File: src/core/status_irq_pkg.sv
// constants, field layouts and helpers for the status interrupt block
// assumes a 50 MHz system clock and one aligned 32-bit word per register index
package status_irq_pkg;

	// ==========================================================
	// register indices, byte address is four times the index
	localparam logic [11:0] IDX_POWER_ENABLES_2 = 12'h002;
	localparam logic [11:0] IDX_CLOCK_OUTPUT_DIVIDER_CFG = 12'h209;
	localparam logic [11:0] IDX_PATH_ONE_ACTIVITY_CFG = 12'h440;
	localparam logic [11:0] IDX_PATH_TWO_ACTIVITY_CFG = 12'h540;
	localparam logic [11:0] IDX_INTERRUPT_FLAGS_ONE = 12'h730;
	localparam logic [11:0] IDX_INTERRUPT_FLAGS_TWO = 12'h731;
	localparam logic [11:0] IDX_RAW_STATUS_TWO = 12'h732;
	localparam logic [11:0] IDX_FLAG_MASK_ONE = 12'h738;
	localparam logic [11:0] IDX_FLAG_MASK_TWO = 12'h739;
	localparam logic [11:0] IDX_REQUEST_CONTROL = 12'h740;
	localparam logic [11:0] IDX_DEBOUNCE_CFG = 12'h748;

	// ==========================================================
	// field positions
	localparam int CLKOUT_ENABLE_BIT = 11;
	localparam int DIV_CODE_LSB = 0;
	localparam int DIV_CODE_W = 3;
	localparam int LEVEL_THR_LSB = 11;
	localparam int LEVEL_THR_W = 5;
	localparam int CREST_THR_LSB = 9;
	localparam int CREST_THR_W = 2;
	localparam int THR_TYPE_BIT = 7;
	localparam int DETECT_ENABLE_BIT = 6;
	localparam int FLAG_PIN_ELEVEN = 10;
	localparam int FLAG_PIN_TEN = 9;
	localparam int FLAG_WARN = 15;
	localparam int FLAG_FIFO = 12;
	localparam int FLAG_ACT_TWO = 11;
	localparam int FLAG_ACT_ONE = 9;
	localparam int FLAG_RATE_TWO = 8;
	localparam int FLAG_RATE_ONE = 7;
	localparam int FLAG_SHUT = 0;
	localparam int GLOBAL_MASK_BIT = 0;
	localparam int DB_SHUT_BIT = 0;
	localparam int DB_RATE_ONE_BIT = 1;
	localparam int DB_RATE_TWO_BIT = 2;
	localparam int DB_WARN_BIT = 5;

	// ==========================================================
	// implemented bits and reset values
	localparam logic [15:0] FLAGS_ONE_USED = 16'h0600;
	localparam logic [15:0] FLAGS_TWO_USED = 16'h9b81;
	localparam logic [15:0] ACTIVITY_CFG_USED = 16'hfec0;
	localparam logic [15:0] ACTIVITY_CFG_RESET = 16'h0080;
	localparam logic [15:0] DEBOUNCE_USED = 16'h0027;
	localparam logic [15:0] DEBOUNCE_RESET = 16'h0021;

	// ==========================================================
	// source levels, in one vector
	localparam int LV_RATE_ONE = 0;
	localparam int LV_RATE_TWO = 1;
	localparam int LV_ACT_ONE = 2;
	localparam int LV_ACT_TWO = 3;
	localparam int LV_FIFO = 4;
	localparam int LV_WARN = 5;
	localparam int LV_SHUT = 6;
	localparam int LV_PIN_TEN = 7;
	localparam int LV_PIN_ELEVEN = 8;
	localparam int LEVEL_COUNT = 9;
	localparam logic [8:0] DUAL_EDGE_SOURCES = 9'h1e3;
	localparam int DB_RATE_ONE = 0;
	localparam int DB_RATE_TWO = 1;
	localparam int DB_WARN = 2;
	localparam int DB_SHUT = 3;
	localparam int DB_CHANNELS = 4;

	// ==========================================================
	// timing and thresholds
	localparam int SYS_CLOCK_MHZ = 50;
	localparam int DEBOUNCE_TIME_NS = 20000;
	localparam int DEBOUNCE_CYCLES = (DEBOUNCE_TIME_NS * SYS_CLOCK_MHZ + 999) / 1000;
	localparam int LEVEL_BASE_TENTHS = 300;
	localparam int LEVEL_STEP_TENTHS = 15;
	localparam int CREST_BASE_TENTHS = 120;
	localparam int CREST_STEP_TENTHS = 60;

	// divide ratio for each divider code
	function automatic logic [4:0] divisorOf(input logic [2:0] code);
		case (code)
			3'h0: return 5'h01;
			3'h1: return 5'h02;
			3'h2: return 5'h03;
			3'h3: return 5'h04;
			3'h4: return 5'h06;
			3'h5: return 5'h08;
			3'h6: return 5'h0c;
			default: return 5'h10;
		endcase
	endfunction

	// threshold magnitude in tenths of a dB (level ones are negative)
	function automatic logic [9:0] thresholdTenths(input logic [15:0] cfg);
		if (cfg[THR_TYPE_BIT]) begin
			return 10'(LEVEL_BASE_TENTHS + LEVEL_STEP_TENTHS * int'(cfg[LEVEL_THR_LSB +: LEVEL_THR_W]));
		end
		return 10'(CREST_BASE_TENTHS + CREST_STEP_TENTHS * int'(cfg[CREST_THR_LSB +: CREST_THR_W]));
	endfunction

	// place source bits at their second flag register positions
	function automatic logic [15:0] toFlagsTwo(input logic [8:0] lv);
		logic [15:0] f;
		f = 16'h0000;
		f[FLAG_WARN] = lv[LV_WARN];
		f[FLAG_FIFO] = lv[LV_FIFO];
		f[FLAG_ACT_TWO] = lv[LV_ACT_TWO];
		f[FLAG_ACT_ONE] = lv[LV_ACT_ONE];
		f[FLAG_RATE_TWO] = lv[LV_RATE_TWO];
		f[FLAG_RATE_ONE] = lv[LV_RATE_ONE];
		f[FLAG_SHUT] = lv[LV_SHUT];
		return f;
	endfunction

endpackage

File: src/core/debounce_if.sv
// carrier between the interrupt block and its de-bounce filter
// assumes both ends run on the same system clock
`timescale 1ns/1ps
`default_nettype none
interface debounce_if #(parameter int CHANNELS = 4);
	logic [CHANNELS-1:0] raw; // levels before filtering
	logic [CHANNELS-1:0] enable; // per channel filter on
	logic [CHANNELS-1:0] clean; // filtered levels
	modport filter(input raw, input enable, output clean);
	modport user(output raw, output enable, input clean);
endinterface
`default_nettype wire

File: src/core/status_interrupt_and_clock_out.sv
// interrupt flags, masks, raw status and divided clock output, APB slave
// assumes source levels are synchronous to clk; detector datapaths live elsewhere
//
// The APB slave port was left to the implementer.
`timescale 1ns/1ps
`default_nettype none

module status_interrupt_and_clock_out #(
	parameter int ADDR_WIDTH = 16,
	parameter int DEBOUNCE_COUNT = status_irq_pkg::DEBOUNCE_CYCLES
) (
	input wire logic clk,
	input wire logic rst,
	input wire logic psel,
	input wire logic penable,
	input wire logic pwrite,
	input wire logic [ADDR_WIDTH-1:0] paddr,
	input wire logic [31:0] pwdata,
	input wire logic [3:0] pstrb,
	output logic [31:0] prdata,
	output logic pready,
	output logic pslverr,
	input wire logic [1:0] rateLock,
	input wire logic [1:0] controllerEnabled,
	input wire logic [1:0] activityRaw,
	input wire logic fifoMismatch,
	input wire logic thermalWarning,
	input wire logic thermalShutdown,
	input wire logic pinTenLevel,
	input wire logic pinElevenLevel,
	output logic irq,
	output logic [1:0] rateLockLevel,
	output logic [1:0] activityLevel,
	output logic fifoErrorLevel,
	output logic [1:0] activityThresholdType,
	output logic [1:0][9:0] activityThresholdTenthsDb,
	output logic gpioClockOutput,
	output logic gpioClockTick
);
	import status_irq_pkg::*;

	// =========================================================
	// state
	typedef struct packed {
		logic clkOutEnable; // clock output run bit
		logic [2:0] divCode; // divider code
		logic [1:0][15:0] actCfg; // activity detect config per path
		logic [15:0] flagsOne; // pin edge flags
		logic [15:0] flagsTwo; // status edge flags
		logic [15:0] maskOne; // per source masks, first group
		logic [15:0] maskTwo; // per source masks, second group
		logic globalMask; // request suppress
		logic [15:0] debounceCfg; // filter enables
		logic [8:0] lvl; // last sampled source levels
		logic [31:0] rdata; // read data, captured in setup phase
		logic [3:0] divCnt; // divider phase
		logic clkOut; // divided clock level
		logic tick; // one pulse per divided period
		logic irq; // request output
		logic [1:0][9:0] thr; // decoded thresholds
	} state_type;

	state_type st_q;
	state_type st_d;

	logic [8:0] lvlNow; // present source levels
	logic [8:0] events; // qualifying edges this cycle
	logic [15:0] setOne; // flag sets, first group
	logic [15:0] setTwo; // flag sets, second group
	logic [15:0] clrOne; // write-one clears, first group
	logic [15:0] clrTwo; // write-one clears, second group
	logic [15:0] byteMask; // lanes being written
	logic [15:0] wdata; // low half of write data
	logic [11:0] regIdx; // word index of the access
	logic mapped; // address hits a register
	logic wrEn; // write takes effect this edge
	logic [4:0] divisor; // present divide ratio
	logic [3:0] nextCnt; // divider phase after this edge

	debounce_if #(.CHANNELS(DB_CHANNELS)) dbLink();

	// =========================================================
	// helpers
	function automatic logic isMapped(input logic [ADDR_WIDTH-1:0] a);
		if (a[1:0] != 2'h0 || (a >> 14) != '0) begin
			return 1'b0;
		end
		case (a[13:2])
			IDX_POWER_ENABLES_2, IDX_CLOCK_OUTPUT_DIVIDER_CFG, IDX_PATH_ONE_ACTIVITY_CFG,
			IDX_PATH_TWO_ACTIVITY_CFG, IDX_INTERRUPT_FLAGS_ONE, IDX_INTERRUPT_FLAGS_TWO,
			IDX_RAW_STATUS_TWO, IDX_FLAG_MASK_ONE, IDX_FLAG_MASK_TWO, IDX_REQUEST_CONTROL,
			IDX_DEBOUNCE_CFG: return 1'b1;
			default: return 1'b0;
		endcase
	endfunction

	// byte-lane merge of a write into a stored value
	function automatic logic [15:0] merge(input logic [15:0] old, input logic [15:0] wd,
		input logic [15:0] bm, input logic [15:0] used);
		return ((old & ~bm) | (wd & bm)) & used;
	endfunction

	// any unmasked flag, gated by the global mask
	function automatic logic pending(input state_type s);
		return !s.globalMask && |((s.flagsOne & ~s.maskOne) | (s.flagsTwo & ~s.maskTwo));
	endfunction

	// =========================================================
	// bus decode
	assign regIdx = paddr[13:2];
	assign mapped = isMapped(paddr);
	assign wrEn = psel && penable && pwrite && mapped;
	assign byteMask = {{8{pstrb[1]}}, {8{pstrb[0]}}};
	assign wdata = pwdata[15:0];
	assign clrOne = (wrEn && regIdx == IDX_INTERRUPT_FLAGS_ONE) ? (wdata & byteMask) : 16'h0000;
	assign clrTwo = (wrEn && regIdx == IDX_INTERRUPT_FLAGS_TWO) ? (wdata & byteMask) : 16'h0000;

	// =========================================================
	// de-bounce of rate lock and thermal inputs
	assign dbLink.raw[DB_RATE_ONE] = rateLock[0];
	assign dbLink.raw[DB_RATE_TWO] = rateLock[1];
	assign dbLink.raw[DB_WARN] = thermalWarning;
	assign dbLink.raw[DB_SHUT] = thermalShutdown;
	assign dbLink.enable[DB_RATE_ONE] = st_q.debounceCfg[DB_RATE_ONE_BIT];
	assign dbLink.enable[DB_RATE_TWO] = st_q.debounceCfg[DB_RATE_TWO_BIT];
	assign dbLink.enable[DB_WARN] = st_q.debounceCfg[DB_WARN_BIT];
	assign dbLink.enable[DB_SHUT] = st_q.debounceCfg[DB_SHUT_BIT];

	debounce_filter #(.CHANNELS(DB_CHANNELS), .COUNT(DEBOUNCE_COUNT)) filterUnit (
		.clk(clk),
		.rst(rst),
		.link(dbLink)
	);

	// =========================================================
	// source levels and edge qualification
	always_comb begin
		lvlNow = 9'h000;
		lvlNow[LV_RATE_ONE] = dbLink.clean[DB_RATE_ONE];
		lvlNow[LV_RATE_TWO] = dbLink.clean[DB_RATE_TWO];
		for (int i = 0; i < 2; i++) begin
			// detection counts only while its controller runs and it is armed
			lvlNow[LV_ACT_ONE + i] = activityRaw[i] && controllerEnabled[i]
				&& st_q.actCfg[i][DETECT_ENABLE_BIT];
		end
		lvlNow[LV_FIFO] = fifoMismatch;
		lvlNow[LV_WARN] = dbLink.clean[DB_WARN];
		lvlNow[LV_SHUT] = dbLink.clean[DB_SHUT];
		lvlNow[LV_PIN_TEN] = pinTenLevel;
		lvlNow[LV_PIN_ELEVEN] = pinElevenLevel;
	end

	// a change counts on dual-edge sources, a rise on the others
	assign events = (lvlNow ^ st_q.lvl) & (DUAL_EDGE_SOURCES | lvlNow);
	assign setTwo = toFlagsTwo(events);

	always_comb begin
		setOne = 16'h0000;
		setOne[FLAG_PIN_ELEVEN] = events[LV_PIN_ELEVEN];
		setOne[FLAG_PIN_TEN] = events[LV_PIN_TEN];
	end

	// =========================================================
	// divider phase
	assign divisor = divisorOf(st_q.divCode);
	assign nextCnt = ({1'b0, st_q.divCnt} >= divisor - 5'h01) ? 4'h0 : st_q.divCnt + 4'h1;

	// =========================================================
	// next state
	always_comb begin
		st_d = st_q;
		st_d.lvl = lvlNow;
		// set wins over clear, so no edge is lost
		st_d.flagsOne = ((st_q.flagsOne & ~clrOne) | setOne) & FLAGS_ONE_USED;
		st_d.flagsTwo = ((st_q.flagsTwo & ~clrTwo) | setTwo) & FLAGS_TWO_USED;
		if (wrEn) begin
			case (regIdx)
				IDX_POWER_ENABLES_2: begin
					st_d.clkOutEnable = pstrb[1] ? wdata[CLKOUT_ENABLE_BIT] : st_q.clkOutEnable;
				end
				IDX_CLOCK_OUTPUT_DIVIDER_CFG: begin
					st_d.divCode = pstrb[0] ? wdata[DIV_CODE_LSB +: DIV_CODE_W] : st_q.divCode;
				end
				IDX_PATH_ONE_ACTIVITY_CFG: begin
					st_d.actCfg[0] = merge(st_q.actCfg[0], wdata, byteMask, ACTIVITY_CFG_USED);
				end
				IDX_PATH_TWO_ACTIVITY_CFG: begin
					st_d.actCfg[1] = merge(st_q.actCfg[1], wdata, byteMask, ACTIVITY_CFG_USED);
				end
				IDX_FLAG_MASK_ONE: begin
					st_d.maskOne = merge(st_q.maskOne, wdata, byteMask, FLAGS_ONE_USED);
				end
				IDX_FLAG_MASK_TWO: begin
					st_d.maskTwo = merge(st_q.maskTwo, wdata, byteMask, FLAGS_TWO_USED);
				end
				IDX_REQUEST_CONTROL: begin
					st_d.globalMask = pstrb[0] ? wdata[GLOBAL_MASK_BIT] : st_q.globalMask;
				end
				IDX_DEBOUNCE_CFG: begin
					st_d.debounceCfg = merge(st_q.debounceCfg, wdata, byteMask, DEBOUNCE_USED);
				end
				default: begin
					// flags are handled above, raw status is read only
				end
			endcase
		end
		// read data is latched in setup so it is steady through access
		if (psel && !penable && !pwrite) begin
			st_d.rdata = 32'h0000_0000;
			// misaligned or out-of-range addresses fall to the zero default
			case (mapped ? regIdx : 12'h000)
				IDX_POWER_ENABLES_2: st_d.rdata[CLKOUT_ENABLE_BIT] = st_q.clkOutEnable;
				IDX_CLOCK_OUTPUT_DIVIDER_CFG: st_d.rdata[DIV_CODE_LSB +: DIV_CODE_W] = st_q.divCode;
				IDX_PATH_ONE_ACTIVITY_CFG: st_d.rdata[15:0] = st_q.actCfg[0];
				IDX_PATH_TWO_ACTIVITY_CFG: st_d.rdata[15:0] = st_q.actCfg[1];
				IDX_INTERRUPT_FLAGS_ONE: st_d.rdata[15:0] = st_q.flagsOne;
				IDX_INTERRUPT_FLAGS_TWO: st_d.rdata[15:0] = st_q.flagsTwo;
				IDX_RAW_STATUS_TWO: st_d.rdata[15:0] = toFlagsTwo(st_q.lvl);
				IDX_FLAG_MASK_ONE: st_d.rdata[15:0] = st_q.maskOne;
				IDX_FLAG_MASK_TWO: st_d.rdata[15:0] = st_q.maskTwo;
				IDX_REQUEST_CONTROL: st_d.rdata[GLOBAL_MASK_BIT] = st_q.globalMask;
				IDX_DEBOUNCE_CFG: st_d.rdata[15:0] = st_q.debounceCfg;
				default: st_d.rdata = 32'h0000_0000; // unmapped reads zero
			endcase
		end
		// request follows the flags of this same edge
		st_d.irq = pending(st_d);
		for (int i = 0; i < 2; i++) begin
			st_d.thr[i] = thresholdTenths(st_d.actCfg[i]);
		end
		// divided clock; ratio one holds the level high, only tick runs
		if (!st_q.clkOutEnable) begin
			st_d.divCnt = 4'h0;
			st_d.clkOut = 1'b0;
			st_d.tick = 1'b0;
		end else begin
			st_d.divCnt = nextCnt;
			st_d.clkOut = {1'b0, nextCnt} < ((divisor + 5'h01) >> 1);
			st_d.tick = nextCnt == 4'h0;
		end
	end

	// state register with documented reset values
	always_ff @(posedge clk) begin
		if (rst) begin
			st_q <= '0;
			st_q.actCfg <= {ACTIVITY_CFG_RESET, ACTIVITY_CFG_RESET};
			st_q.maskOne <= FLAGS_ONE_USED;
			st_q.maskTwo <= FLAGS_TWO_USED;
			st_q.debounceCfg <= DEBOUNCE_RESET;
			st_q.thr <= {10'(LEVEL_BASE_TENTHS), 10'(LEVEL_BASE_TENTHS)};
		end else begin
			st_q <= st_d;
		end
	end

	// =========================================================
	// outputs
	assign prdata = st_q.rdata;
	assign pready = 1'b1; // no wait states
	assign pslverr = psel && penable && !mapped;
	assign irq = st_q.irq;
	assign rateLockLevel = {st_q.lvl[LV_RATE_TWO], st_q.lvl[LV_RATE_ONE]};
	assign activityLevel = {st_q.lvl[LV_ACT_TWO], st_q.lvl[LV_ACT_ONE]};
	assign fifoErrorLevel = st_q.lvl[LV_FIFO];
	assign activityThresholdType = {st_q.actCfg[1][THR_TYPE_BIT], st_q.actCfg[0][THR_TYPE_BIT]};
	assign activityThresholdTenthsDb = st_q.thr;
	assign gpioClockOutput = st_q.clkOut;
	assign gpioClockTick = st_q.tick;

	// =========================================================
	// checks
	a_flag_sticky: assert property (@(posedge clk) disable iff (rst)
		(($past(st_q.flagsTwo) & ~$past(clrTwo) & ~st_q.flagsTwo) == 16'h0000))
		else $error("flag dropped without a clear");
	a_set_wins: assert property (@(posedge clk) disable iff (rst)
		(($past(setTwo) & ~st_q.flagsTwo) == 16'h0000))
		else $error("edge lost against a clear");
	a_pin_edges: assert property (@(posedge clk) disable iff (rst)
		$changed(pinTenLevel) |=> st_q.flagsOne[FLAG_PIN_TEN])
		else $error("pin ten edge did not set its flag");
	a_rate_edges: assert property (@(posedge clk) disable iff (rst)
		$changed(dbLink.clean[DB_RATE_ONE]) |=> st_q.flagsTwo[FLAG_RATE_ONE])
		else $error("rate lock edge did not set its flag");
	a_fifo_rise: assert property (@(posedge clk) disable iff (rst)
		$rose(fifoMismatch) |=> st_q.flagsTwo[FLAG_FIFO])
		else $error("fifo error rise did not set its flag");
	a_act_no_fall: assert property (@(posedge clk) disable iff (rst)
		(st_q.lvl[LV_ACT_ONE] && !lvlNow[LV_ACT_ONE] && !st_q.flagsTwo[FLAG_ACT_ONE])
		|=> !st_q.flagsTwo[FLAG_ACT_ONE])
		else $error("activity fall set its flag");
	a_act_gated: assert property (@(posedge clk) disable iff (rst)
		!(controllerEnabled[0] && st_q.actCfg[0][DETECT_ENABLE_BIT]) |=> !activityLevel[0])
		else $error("activity seen while detection off");
	a_request_or: assert property (@(posedge clk) disable iff (rst)
		irq == (!st_q.globalMask && |((st_q.flagsOne & ~st_q.maskOne) | (st_q.flagsTwo & ~st_q.maskTwo))))
		else $error("request differs from unmasked flags");
	a_global_mask: assert property (@(posedge clk) disable iff (rst)
		st_q.globalMask |-> !irq)
		else $error("request while globally masked");
	a_mask_blocks: assert property (@(posedge clk) disable iff (rst)
		(st_q.maskOne == FLAGS_ONE_USED && st_q.maskTwo == FLAGS_TWO_USED) |-> !irq)
		else $error("masked flag raised the request");
	a_level_floor: assert property (@(posedge clk) disable iff (rst)
		(st_q.actCfg[0][THR_TYPE_BIT] && st_q.actCfg[0][LEVEL_THR_LSB +: LEVEL_THR_W] == 5'h1f)
		|-> activityThresholdTenthsDb[0] == 10'h2fd)
		else $error("level threshold code 31 is not 76.5dB");
	a_crest_top: assert property (@(posedge clk) disable iff (rst)
		(!st_q.actCfg[1][THR_TYPE_BIT] && st_q.actCfg[1][CREST_THR_LSB +: CREST_THR_W] == 2'h3)
		|-> activityThresholdTenthsDb[1] == 10'h12c)
		else $error("crest threshold code 3 is not 30dB");
	a_clock_gated: assert property (@(posedge clk) disable iff (rst)
		!st_q.clkOutEnable |=> (!gpioClockOutput && !gpioClockTick))
		else $error("clock output runs while disabled");
	a_div_four: assert property (@(posedge clk) disable iff (rst)
		(gpioClockTick && st_q.clkOutEnable && st_q.divCode == 3'h3)
		##1 (st_q.clkOutEnable && st_q.divCode == 3'h3)[*3] |=> gpioClockTick)
		else $error("divide by four period wrong");

	c_request_raised: cover property (@(posedge clk) disable iff (rst) $rose(irq));
	c_clear_collides: cover property (@(posedge clk) disable iff (rst) |(setTwo & clrTwo));
	c_rate_lock_lost: cover property (@(posedge clk) disable iff (rst) $fell(rateLockLevel[1]));
	c_div_sixteen: cover property (@(posedge clk) disable iff (rst) gpioClockTick && st_q.divCode == 3'h7);

endmodule
`default_nettype wire

File: src/core/debounce_filter.sv
// per channel de-bounce filter for interrupt inputs
// assumes raw levels are synchronous to clk
`timescale 1ns/1ps
`default_nettype none
module debounce_filter #(
	parameter int CHANNELS = 4,
	parameter int COUNT = 1000
) (
	input wire logic clk,
	input wire logic rst,
	debounce_if.filter link
);
	localparam int CW = $clog2(COUNT + 1);

	// =========================================================
	// state
	typedef struct packed {
		logic [CHANNELS-1:0][CW-1:0] cnt; // cycles the input has differed
		logic [CHANNELS-1:0] clean; // accepted level
	} state_type;

	state_type st_q;
	state_type st_d;

	// =========================================================
	// filter: on an enabled channel a change is accepted only after COUNT steady cycles
	always_comb begin
		st_d = st_q;
		for (int i = 0; i < CHANNELS; i++) begin
			if (!link.enable[i]) begin
				// bypass still costs one register stage
				st_d.clean[i] = link.raw[i];
				st_d.cnt[i] = '0;
			end else if (link.raw[i] == st_q.clean[i]) begin
				st_d.cnt[i] = '0; // glitch gone, start over
			end else if (st_q.cnt[i] == CW'(COUNT - 1)) begin
				st_d.clean[i] = link.raw[i];
				st_d.cnt[i] = '0;
			end else begin
				st_d.cnt[i] = st_q.cnt[i] + CW'(1);
			end
		end
	end

	// state register
	always_ff @(posedge clk) begin
		if (rst) begin
			st_q <= '0;
		end else begin
			st_q <= st_d;
		end
	end

	assign link.clean = st_q.clean;

endmodule
`default_nettype wire

File: config.mk
export PLATFORM = sky130hd
export DESIGN_NAME = status_interrupt_and_clock_out
export DESIGN_NICKNAME = d
export VERILOG_FILES = /design/src/core/status_irq_pkg.sv /design/src/core/debounce_if.sv /design/src/core/status_interrupt_and_clock_out.sv /design/src/core/debounce_filter.sv
export SDC_FILE = /design/constraint.sdc
export NUM_CORES = 1
export LEC_CHECK = 0
export BUFFER_PORTS_ARGS = -buffer_cell sky130_fd_sc_hd__buf_2
export CAP_MARGIN = 20
export CORE_ASPECT_RATIO = 0.8
export CORE_UTILIZATION = 28
export CTS_CLUSTER_DIAMETER = 200
export DETAILED_ROUTE_END_ITERATION = 12
export PLACE_DENSITY_LB_ADDON = 0.05
export SLEW_MARGIN = 15
export SYNTH_ARGS = -nofsm -noshare
export SYNTH_HDL_FRONTEND = slang
export SYNTH_SLANG_ARGS = --single-unit
File: constraint.sdc
create_clock -name clk -period 11.6 [get_ports clk]
set_input_delay 1.74 -clock clk [delete_from_list [all_inputs] [get_ports clk]]
set_output_delay 1.74 -clock clk [all_outputs]
set_load 0.03 [all_outputs]
==> results of run 1 <==
[logic make-up (layout without fill, tap and decap cells)]
kind of cell / after synthesis / count (layout) / share of synthesized area (%)
and+or+nand+nor: 380 / 380 / 22.15
AOI/OAI and AO/OA: 130 / 130 / 10.69
muxes: 36 / 36 / 4.302
buffers and inverters: 138 / 175 / 8.691
adders and majority gates: 64 / 64 / 9.792
xor gates and xnor gates: 62 / 62 / 6.286
other: 2 / 18 / 0.08694
DFF: 164 / 164 / 38.01
[path summary, 6_finish.rpt]
check / start / end / slack (ps) / cells past startpoint
max reg2reg: st_q[161]$_SDFF_PP0_ / activityThresholdTenthsDb[7]$_SDFF_PP0_ / 7650 / 15
max: paddr[1] / activityThresholdTenthsDb[7]$_SDFF_PP0_ / 4960 / 20
min: filterUnit.st_q[4]$_SDFF_PP0_ / filterUnit.st_q[4]$_SDFF_PP0_ / 430 / 1
min reg2reg: filterUnit.st_q[4]$_SDFF_PP0_ / filterUnit.st_q[4]$_SDFF_PP0_ / 430 / 1
[cell usage in the layout (no fill, tap or decap), drive strengths merged, types with 3 or more instances in the layout]
master	count
o21ai	18
and3	14
nand2	72
nand2b	15
nor4	11
a2bb2oi	5
or3	7
fa	6
inv	43
nor2	127
a222oi	10
a221oi	8
nor2b	16
dfxtp	164
ha	58
mux2i	33
or4b	3
nand3b	5
a22oi	12
a21oi	34
clkinv	7
a21boi	3
a21o	9
mux2	3
buf	100
o21bai	4
nand4	10
a211oi	10
or2	6
xnor2	40
xor2	22
clkbuf	22
nor3	17
nand3	39
and2	31
conb	17
[where the power goes]
| part | total [mW] | switching, mW | internal [mW] |
|---|---|---|---|
| combinational | 0.0589 | 0.0413 | 0.0176 |
| sequential | 0.572 | 0.00419 | 0.568 |
| clock | 0.540 | 0.241 | 0.299 |
[worst max-delay path: cells and delay by family]
kind | cells | cell delay, ps
adders and majority gates | 4 | 1600
xor gates and xnor gates | 1 | 170
muxes | 1 | 560
AOI/OAI and AO/OA | 1 | 150
buffers and inverters | 5 | 650
and+or+nand+nor | 8 | 2130
[final cells by class]
type	instances	area (um^2)	share of cell area (%)
multi-input combinational	689	4682	48.26
sequential	164	3283	33.84
timing repair buffer	100	518.0	5.339
tap	413	516.7	5.326
clock buffer	22	454.2	4.681
inverter	43	161.4	1.664
clock inverter	10	83.83	0.8641
antenna	1	2.502	0.02579
[synthesized netlist by cell type, types with 6 or more instances]
| master | number |
|---|---|
| sky130_fd_sc_hd__nand4_1 | 10 |
| sky130_fd_sc_hd__a22oi_1 | 12 |
| sky130_fd_sc_hd__nand2b_1 | 15 |
| sky130_fd_sc_hd__nor3_1 | 17 |
| sky130_fd_sc_hd__or3_1 | 7 |
| sky130_fd_sc_hd__buf_2 | 6 |
| sky130_fd_sc_hd__a21o_1 | 9 |
| sky130_fd_sc_hd__nor2b_1 | 16 |
| sky130_fd_sc_hd__and2_1 | 28 |
| sky130_fd_sc_hd__fa_1 | 6 |
| sky130_fd_sc_hd__o21ai_0 | 18 |
| sky130_fd_sc_hd__nor4_1 | 6 |
| sky130_fd_sc_hd__dfxtp_1 | 164 |
| sky130_fd_sc_hd__mux2i_1 | 31 |
| sky130_fd_sc_hd__ha_1 | 58 |
| sky130_fd_sc_hd__a211oi_1 | 10 |
| sky130_fd_sc_hd__or2_2 | 6 |
| sky130_fd_sc_hd__a221oi_1 | 8 |
| sky130_fd_sc_hd__nor2_1 | 126 |
| sky130_fd_sc_hd__and3_1 | 14 |
| sky130_fd_sc_hd__xnor2_1 | 40 |
| sky130_fd_sc_hd__nand2_1 | 72 |
| sky130_fd_sc_hd__nand3_1 | 37 |
| sky130_fd_sc_hd__a222oi_1 | 10 |
| sky130_fd_sc_hd__xor2_1 | 22 |
| sky130_fd_sc_hd__buf_4 | 60 |
| sky130_fd_sc_hd__inv_1 | 43 |
| sky130_fd_sc_hd__clkbuf_1 | 27 |
| sky130_fd_sc_hd__a21oi_1 | 34 |
[per-stage QoR]
step | worst slack, ps | total power, mW | util (%) | cells
after CTS | 4962 | 1.191 | 31.91 | 1441
after global routing | 4518 | 1.218 | 31.92 | 1441
final | 4960 | 1.170 | 31.93 | 1442
after floorplan | 5434 | 0.6244 | - | 991
after global placement | 4555 | 0.6442 | 30.14 | 1409
after detailed placement | 4548 | 0.6441 | 30.14 | 1409
[routing by layer]
layer  share of wire [%]  global-route usage (%)
met5               0.050                       0
met4                 1.2                   4.440
met3                 4.0                   3.326
met2                  40                   21.85
met1                  55                   24.31
==> implementation parameters, run 1 <==
Parameter                              Value

Status
  Status    finished clean

Setup path
  Crit path DAT    7000 ps
  Maximum fanout along the worst path    13
  Crit-path cells    buf_2 -> nor4_2 -> buf_4 -> and3_1 -> nand3_2 -> mux2i_1 -> inv_1 -> ha_1 -> xnor2_1 -> fa_1 -> inv_1 -> ha_1 -> inv_1 -> fa_1 -> nor2b_1 -> nor2_1 -> nor2_1 -> nor3_1 -> or3b_2 -> a21oi_1
  Crit Path Category    primary input to flop
  Data required time of the worst path    11960 ps
  Worst path slowest cell    sky130_fd_sc_hd__mux2i_1
  CP endpoint kind    flop
  Highest cell delay on the worst timing path    560 ps
  Crit path launch type    primary input
  Most common cell type on the critical path    sky130_fd_sc_hd__inv_1

Power and ir drop
  Max IR drop VDD    0.09776 mV
  Leak Pwr    4.091 nW
  Total power divided by cell area    120.6 mW/mm^2

Floorplan
  Row cnt    57
  Number of ports placed on the die boundary    132
  Core Box Area    0.03038 mm^2
  Horizontal extent of the die    198.4 um
  DIE HEIGHT    159.1 um
  Initial core utilization    28.43%
  Die Area    0.03156 mm^2

STA
  Total setup violations reported at the end of the flow    0
  Setup TNS Final    0 ps
  Final hold violation count    0
  Setup repair after global routing missed its margin    false
  Worst relative slew slack    34.04%
  Transition time of the tightest slew-check pin    983.5 ps
  Worst hold slack after final layout    433.5 ps
  Worst clock skew    9.646 ps
  Final-report max-slew violation count    0
  Ratio of final minimum period to clock period    57.24%
  F_max    150.6 MHz
  Post-layout minimum cycle time    6640 ps

CTS
  Clock transition at the register clock pins on the worst setup and hold paths after CTS    70 ps
  Clock root buffer    sky130_fd_sc_hd__clkbuf_16
  Number of buffers created by CTS    17
  Post-CTS Hold Fix Bufs    0
  Post-cts resize count    0
  Number of sinks on the clock net    164
  Number of setup buffers added after CTS    0
  Clock tree from TritonCTS    done
  H-Tree Level Count    4
  Clock latency of the later-clocked register in the worst-skew pair    440 ps
  Bufs on Longest Clock Path    2

Layout
  Design Area, Final    0.009702 mm^2
  Synth-to-Final Area Change    12.31%
  Layout cell share with drive strength beyond 1    15.27%
  Filler Cell Count    3287
  Final net count    1147

Logic synthesis
  Proportion of synthesized flip-flops having asynchronous set or reset    0%
  Post-synthesis average cell area    8.851 um^2
  Sequential cell area fraction in the yosys report    38.01%
  Number of enable flip-flop cells after synthesis    0
  Most common flop cell mapped by yosys    sky130_fd_sc_hd__dfxtp_1
  Combined area of all synthesized cells    0.008638 mm^2
  Largest cells by area after synthesis    sky130_fd_sc_hd__dfxtp_1 38%, sky130_fd_sc_hd__ha_1 8.4%, sky130_fd_sc_hd__nor2_1 5.5%, sky130_fd_sc_hd__buf_4 5.2%, sky130_fd_sc_hd__xnor2_1 4.1%
  Number of register bits inferred by synthesis    164
  Top cell type's share of synthesized area    38.01%
  Post-synthesis cell count    976
  Cell type with the largest total area after synthesis    sky130_fd_sc_hd__dfxtp_1
  Yosys Warn Count    0
  Distinct cells, synth    64

Routing
  Wire length after detailed routing    23960 um
  Via density per instance    4.483
  Total via count after detailed routing    6464
  Post-detailed-route count of antenna-violating nets    0
  Iteration count of the initial detailed-routing pass    5
  Violation count after the first detailed-route iteration    327
  Number of remaining DRC errors    0
  Average routed wire per standard cell    16.61 um

Global routing
  Tot GR Track Use    15.85%
  Vias in the first global route    6368
  Pin count of the biggest net entering global routing    62
  First-pass GRT wire length    37760 um
  Remaining global-route overflow    0
  Antenna violations before repair    3

Worst hold path
  Kind of path behind the tightest hold check    flop to flop

Place
  Cell area after placement    0.009158 mm^2
  Port Buffers    94
  Dpl hpwl    17820 um
  Routability-driven placement congestion ratio    0.7479

Job
  Max-cap viol count    0
(Power assumes the default switching activity.)
==> run 2: changes to the inputs <==
- clock period: 11.6 -> 5.5 ns (I/O delays scaled with it)
==> implementation parameters, run 2 (synthesized netlist as in run 1, its figures left out) <==
Parameter                              Value

Status
  Status    finished clean

Setup path
  CP endpoint kind    flop
  Crit path launch type    primary input
  Data required time of the worst path    5850 ps (-6110 ps)
  Worst reg2reg endpoint    gpioClockOutput$_SDFF_PP0_
  Maximum fanout along the worst path    4 (-9)
  Slack of the worst reg-to-reg path    1770 ps (-5880 ps)
  Crit path DAT    5180 ps (-1820 ps)
  Highest cell delay on the worst timing path    610 ps (+50 ps)
  Most common cell type on the critical path    sky130_fd_sc_hd__inv_1
  Worst path slowest cell    sky130_fd_sc_hd__or4b_1
  Crit Path Category    primary input to flop
  FF-to-FF Start    st_q[181]$_SDFFE_PP0P_
  Crit-path cells    buf_2 -> or4b_1 -> nor3_1 -> buf_4 -> nand3_2 -> mux2i_1 -> inv_1 -> ha_1 -> xnor2_1 -> fa_1 -> inv_1 -> ha_1 -> inv_1 -> fa_1 -> nor2b_1 -> nor2_1 -> nor2_1 -> nor3_1 -> or3b_2 -> a21oi_1
  Worst reg-to-reg path cell count    15 (unchanged)

STA
  Ratio of final minimum period to clock period    87.73%
  Worst relative slew slack    30.70% (-3.3 points)
  Total setup violations reported at the end of the flow    0 (unchanged)
  Worst hold slack after final layout    447.1 ps (+13.61 ps)
  Setup repair after global routing missed its margin    false
  Transition time of the tightest slew-check pin    1033 ps (+49.84 ps)
  Setup TNS Final    0 ps (unchanged)
  Final worst-path setup slack    675.0 ps (-4285 ps)
  Post-layout minimum cycle time    4825 ps
  Final-report max-slew violation count    0 (unchanged)
  Final hold violation count    0 (unchanged)
  F_max    207.3 MHz
  Worst clock skew    11.58 ps (+1.938 ps)

Routing
  Post-detailed-route count of antenna-violating nets    0 (unchanged)
  Number of remaining DRC errors    0 (unchanged)
  Via density per instance    4.411 (-1.6%)
  Violation count after the first detailed-route iteration    290 (-11%)
  Total via count after detailed routing    6471 (+0.11%)
  Wire length after detailed routing    24150 um (+0.81%)
  Iteration count of the initial detailed-routing pass    7 (+2)
  Average routed wire per standard cell    16.46 um (-0.91%)

Layout
  Final net count    1173 (+2.3%)
  Antenna diodes    0 (-1)
  Final core utilization    32.72% (+0.79 points)
  Final cell count without fillers    1467 (+1.7%)
  Commonest cells after routing, fill and taps aside    164 x sky130_fd_sc_hd__dfxtp_1, 126 x sky130_fd_sc_hd__nor2_1, 93 x sky130_fd_sc_hd__buf_2
  Area occupied by multi-input gates    0.004678 mm^2 (about the same)
  Most common library cell in the layout ignoring fill and taps    sky130_fd_sc_hd__dfxtp_1
  FF+latch area    0.003283 mm^2 (unchanged)
  Filler Cell Count    3246 (-1.2%)
  Layout cell share with drive strength beyond 1    17.55% (+2.3 points)
  Synth-to-Final Area Change    15.08%
  Design Area, Final    0.009941 mm^2 (+2.5%)

Place
  Routability-driven placement congestion ratio    0.7851 (+5.0%)
  Post-placement setup slack    224.3 ps (-4323 ps)
  Port Buffers    94 (unchanged)
  Placed cell count    1434 (+1.8%)
  Cell area after placement    0.009345 mm^2 (+2.0%)
  Dpl hpwl    18150 um (+1.9%)

Global routing
  Global routing usage on met3    3.177% (-0.15 points)
  Pin count of the biggest net entering global routing    57 (-8.1%)
  Remaining global-route overflow    0 (unchanged)
  Met2 Use GR    22.03% (+0.18 points)
  First-pass GRT wire length    38350 um (+1.6%)
  Tot GR Track Use    16.10% (+0.25 points)
  Grt peak-use layer    met1
  Vias in the first global route    6490 (+1.9%)
  Antenna violations before repair    1 (-2)
  GRT met1 Usage    25.12% (+0.81 points)

Floorplan
  Horizontal extent of the die    198.4 um (unchanged)
  Die Area    0.03156 mm^2 (unchanged)
  Initial core utilization    28.43% (unchanged)
  Core Box Area    0.03038 mm^2 (unchanged)
  Number of ports placed on the die boundary    132 (unchanged)
  Row cnt    57 (unchanged)
  DIE HEIGHT    159.1 um (unchanged)

Worst hold path
  Hold endpoint    filterUnit.st_q[14]$_SDFF_PP0_
  Kind of path behind the tightest hold check    flop to flop
  HP Start    filterUnit.st_q[14]$_SDFF_PP0_
  Number of stages on the worst hold path    1 (unchanged)

CTS
  Clock root buffer    sky130_fd_sc_hd__clkbuf_16
  Number of buffers created by CTS    17 (unchanged)
  Clock tree from TritonCTS    done
  H-Tree Level Count    4 (unchanged)
  Bufs on Longest Clock Path    2 (unchanged)
  Post-cts resize count    0 (unchanged)
  Clock latency of the later-clocked register in the worst-skew pair    430 ps (about the same)
  Number of sinks on the clock net    164 (unchanged)
  Number of setup buffers added after CTS    0 (unchanged)
  Post-CTS Hold Fix Bufs    0 (unchanged)
  Clock transition at the register clock pins on the worst setup and hold paths after CTS    60 ps (about the same)

Power and ir drop
  Max IR drop VDD    0.1912 mV (+96%)
  Pwr Total    2.545 mW (+120%)
  Leak Pwr    4.215 nW (+3.0%)
  Total power divided by cell area    256.1 mW/mm^2 (+110%)

Job
  Max-cap viol count    0 (unchanged)
## run 2: final cells by class
class	count	share of cell area, %
Inverter	43	1.624
Sequential cell	164	33.03
Timing Repair Buffer	126	7.174
Clock buffer	20	4.594
Clock inverter	12	1.322
Multi-Input combinational cell	689	47.06
Tap cell	413	5.198
## run 2: worst max-delay path, delay by kind of cell
family | cells | cell delay [ps]
AND/OR/NAND/NOR | 8 | 1740
adder cells (fa/ha/maj) | 4 | 1570
buffers and inverters | 5 | 440
multiplexers | 1 | 250
XOR/XNOR | 1 | 170
AO/OA/AOI/OAI | 1 | 150
## run 2: routing by layer
metal | wire length [um] | part of all wire [%]
met1 | 13570 | 56
met2 | 9402 | 39
met3 | 879 | 3.6
met4 | 294 | 1.2
met5 | 0 | 0
## run 2: worst max path at each step
stage | start | endpoint | slack [ps] | cells past startpoint
floorplan | paddr[13] | activityThresholdTenthsDb[7]$_SDFF_PP0_ | 250 | 19
global placement | paddr[13] | activityThresholdTenthsDb[7]$_SDFF_PP0_ | 200 | 20
detailed placement | paddr[13] | activityThresholdTenthsDb[7]$_SDFF_PP0_ | 220 | 20
CTS | paddr[13] | activityThresholdTenthsDb[7]$_SDFF_PP0_ | 650 | 20
global route | paddr[13] | activityThresholdTenthsDb[7]$_SDFF_PP0_ | 350 | 20
finish | paddr[13] | activityThresholdTenthsDb[7]$_SDFF_PP0_ | 680 | 20
## run 2: where the power goes
group	total (mW)	switching [mW]	internal, mW
Clock	1.21	0.521	0.692
Sequential	1.21	0.00893	1.20
Combinational	0.127	0.0881	0.0387
Total	2.55	0.618	1.93
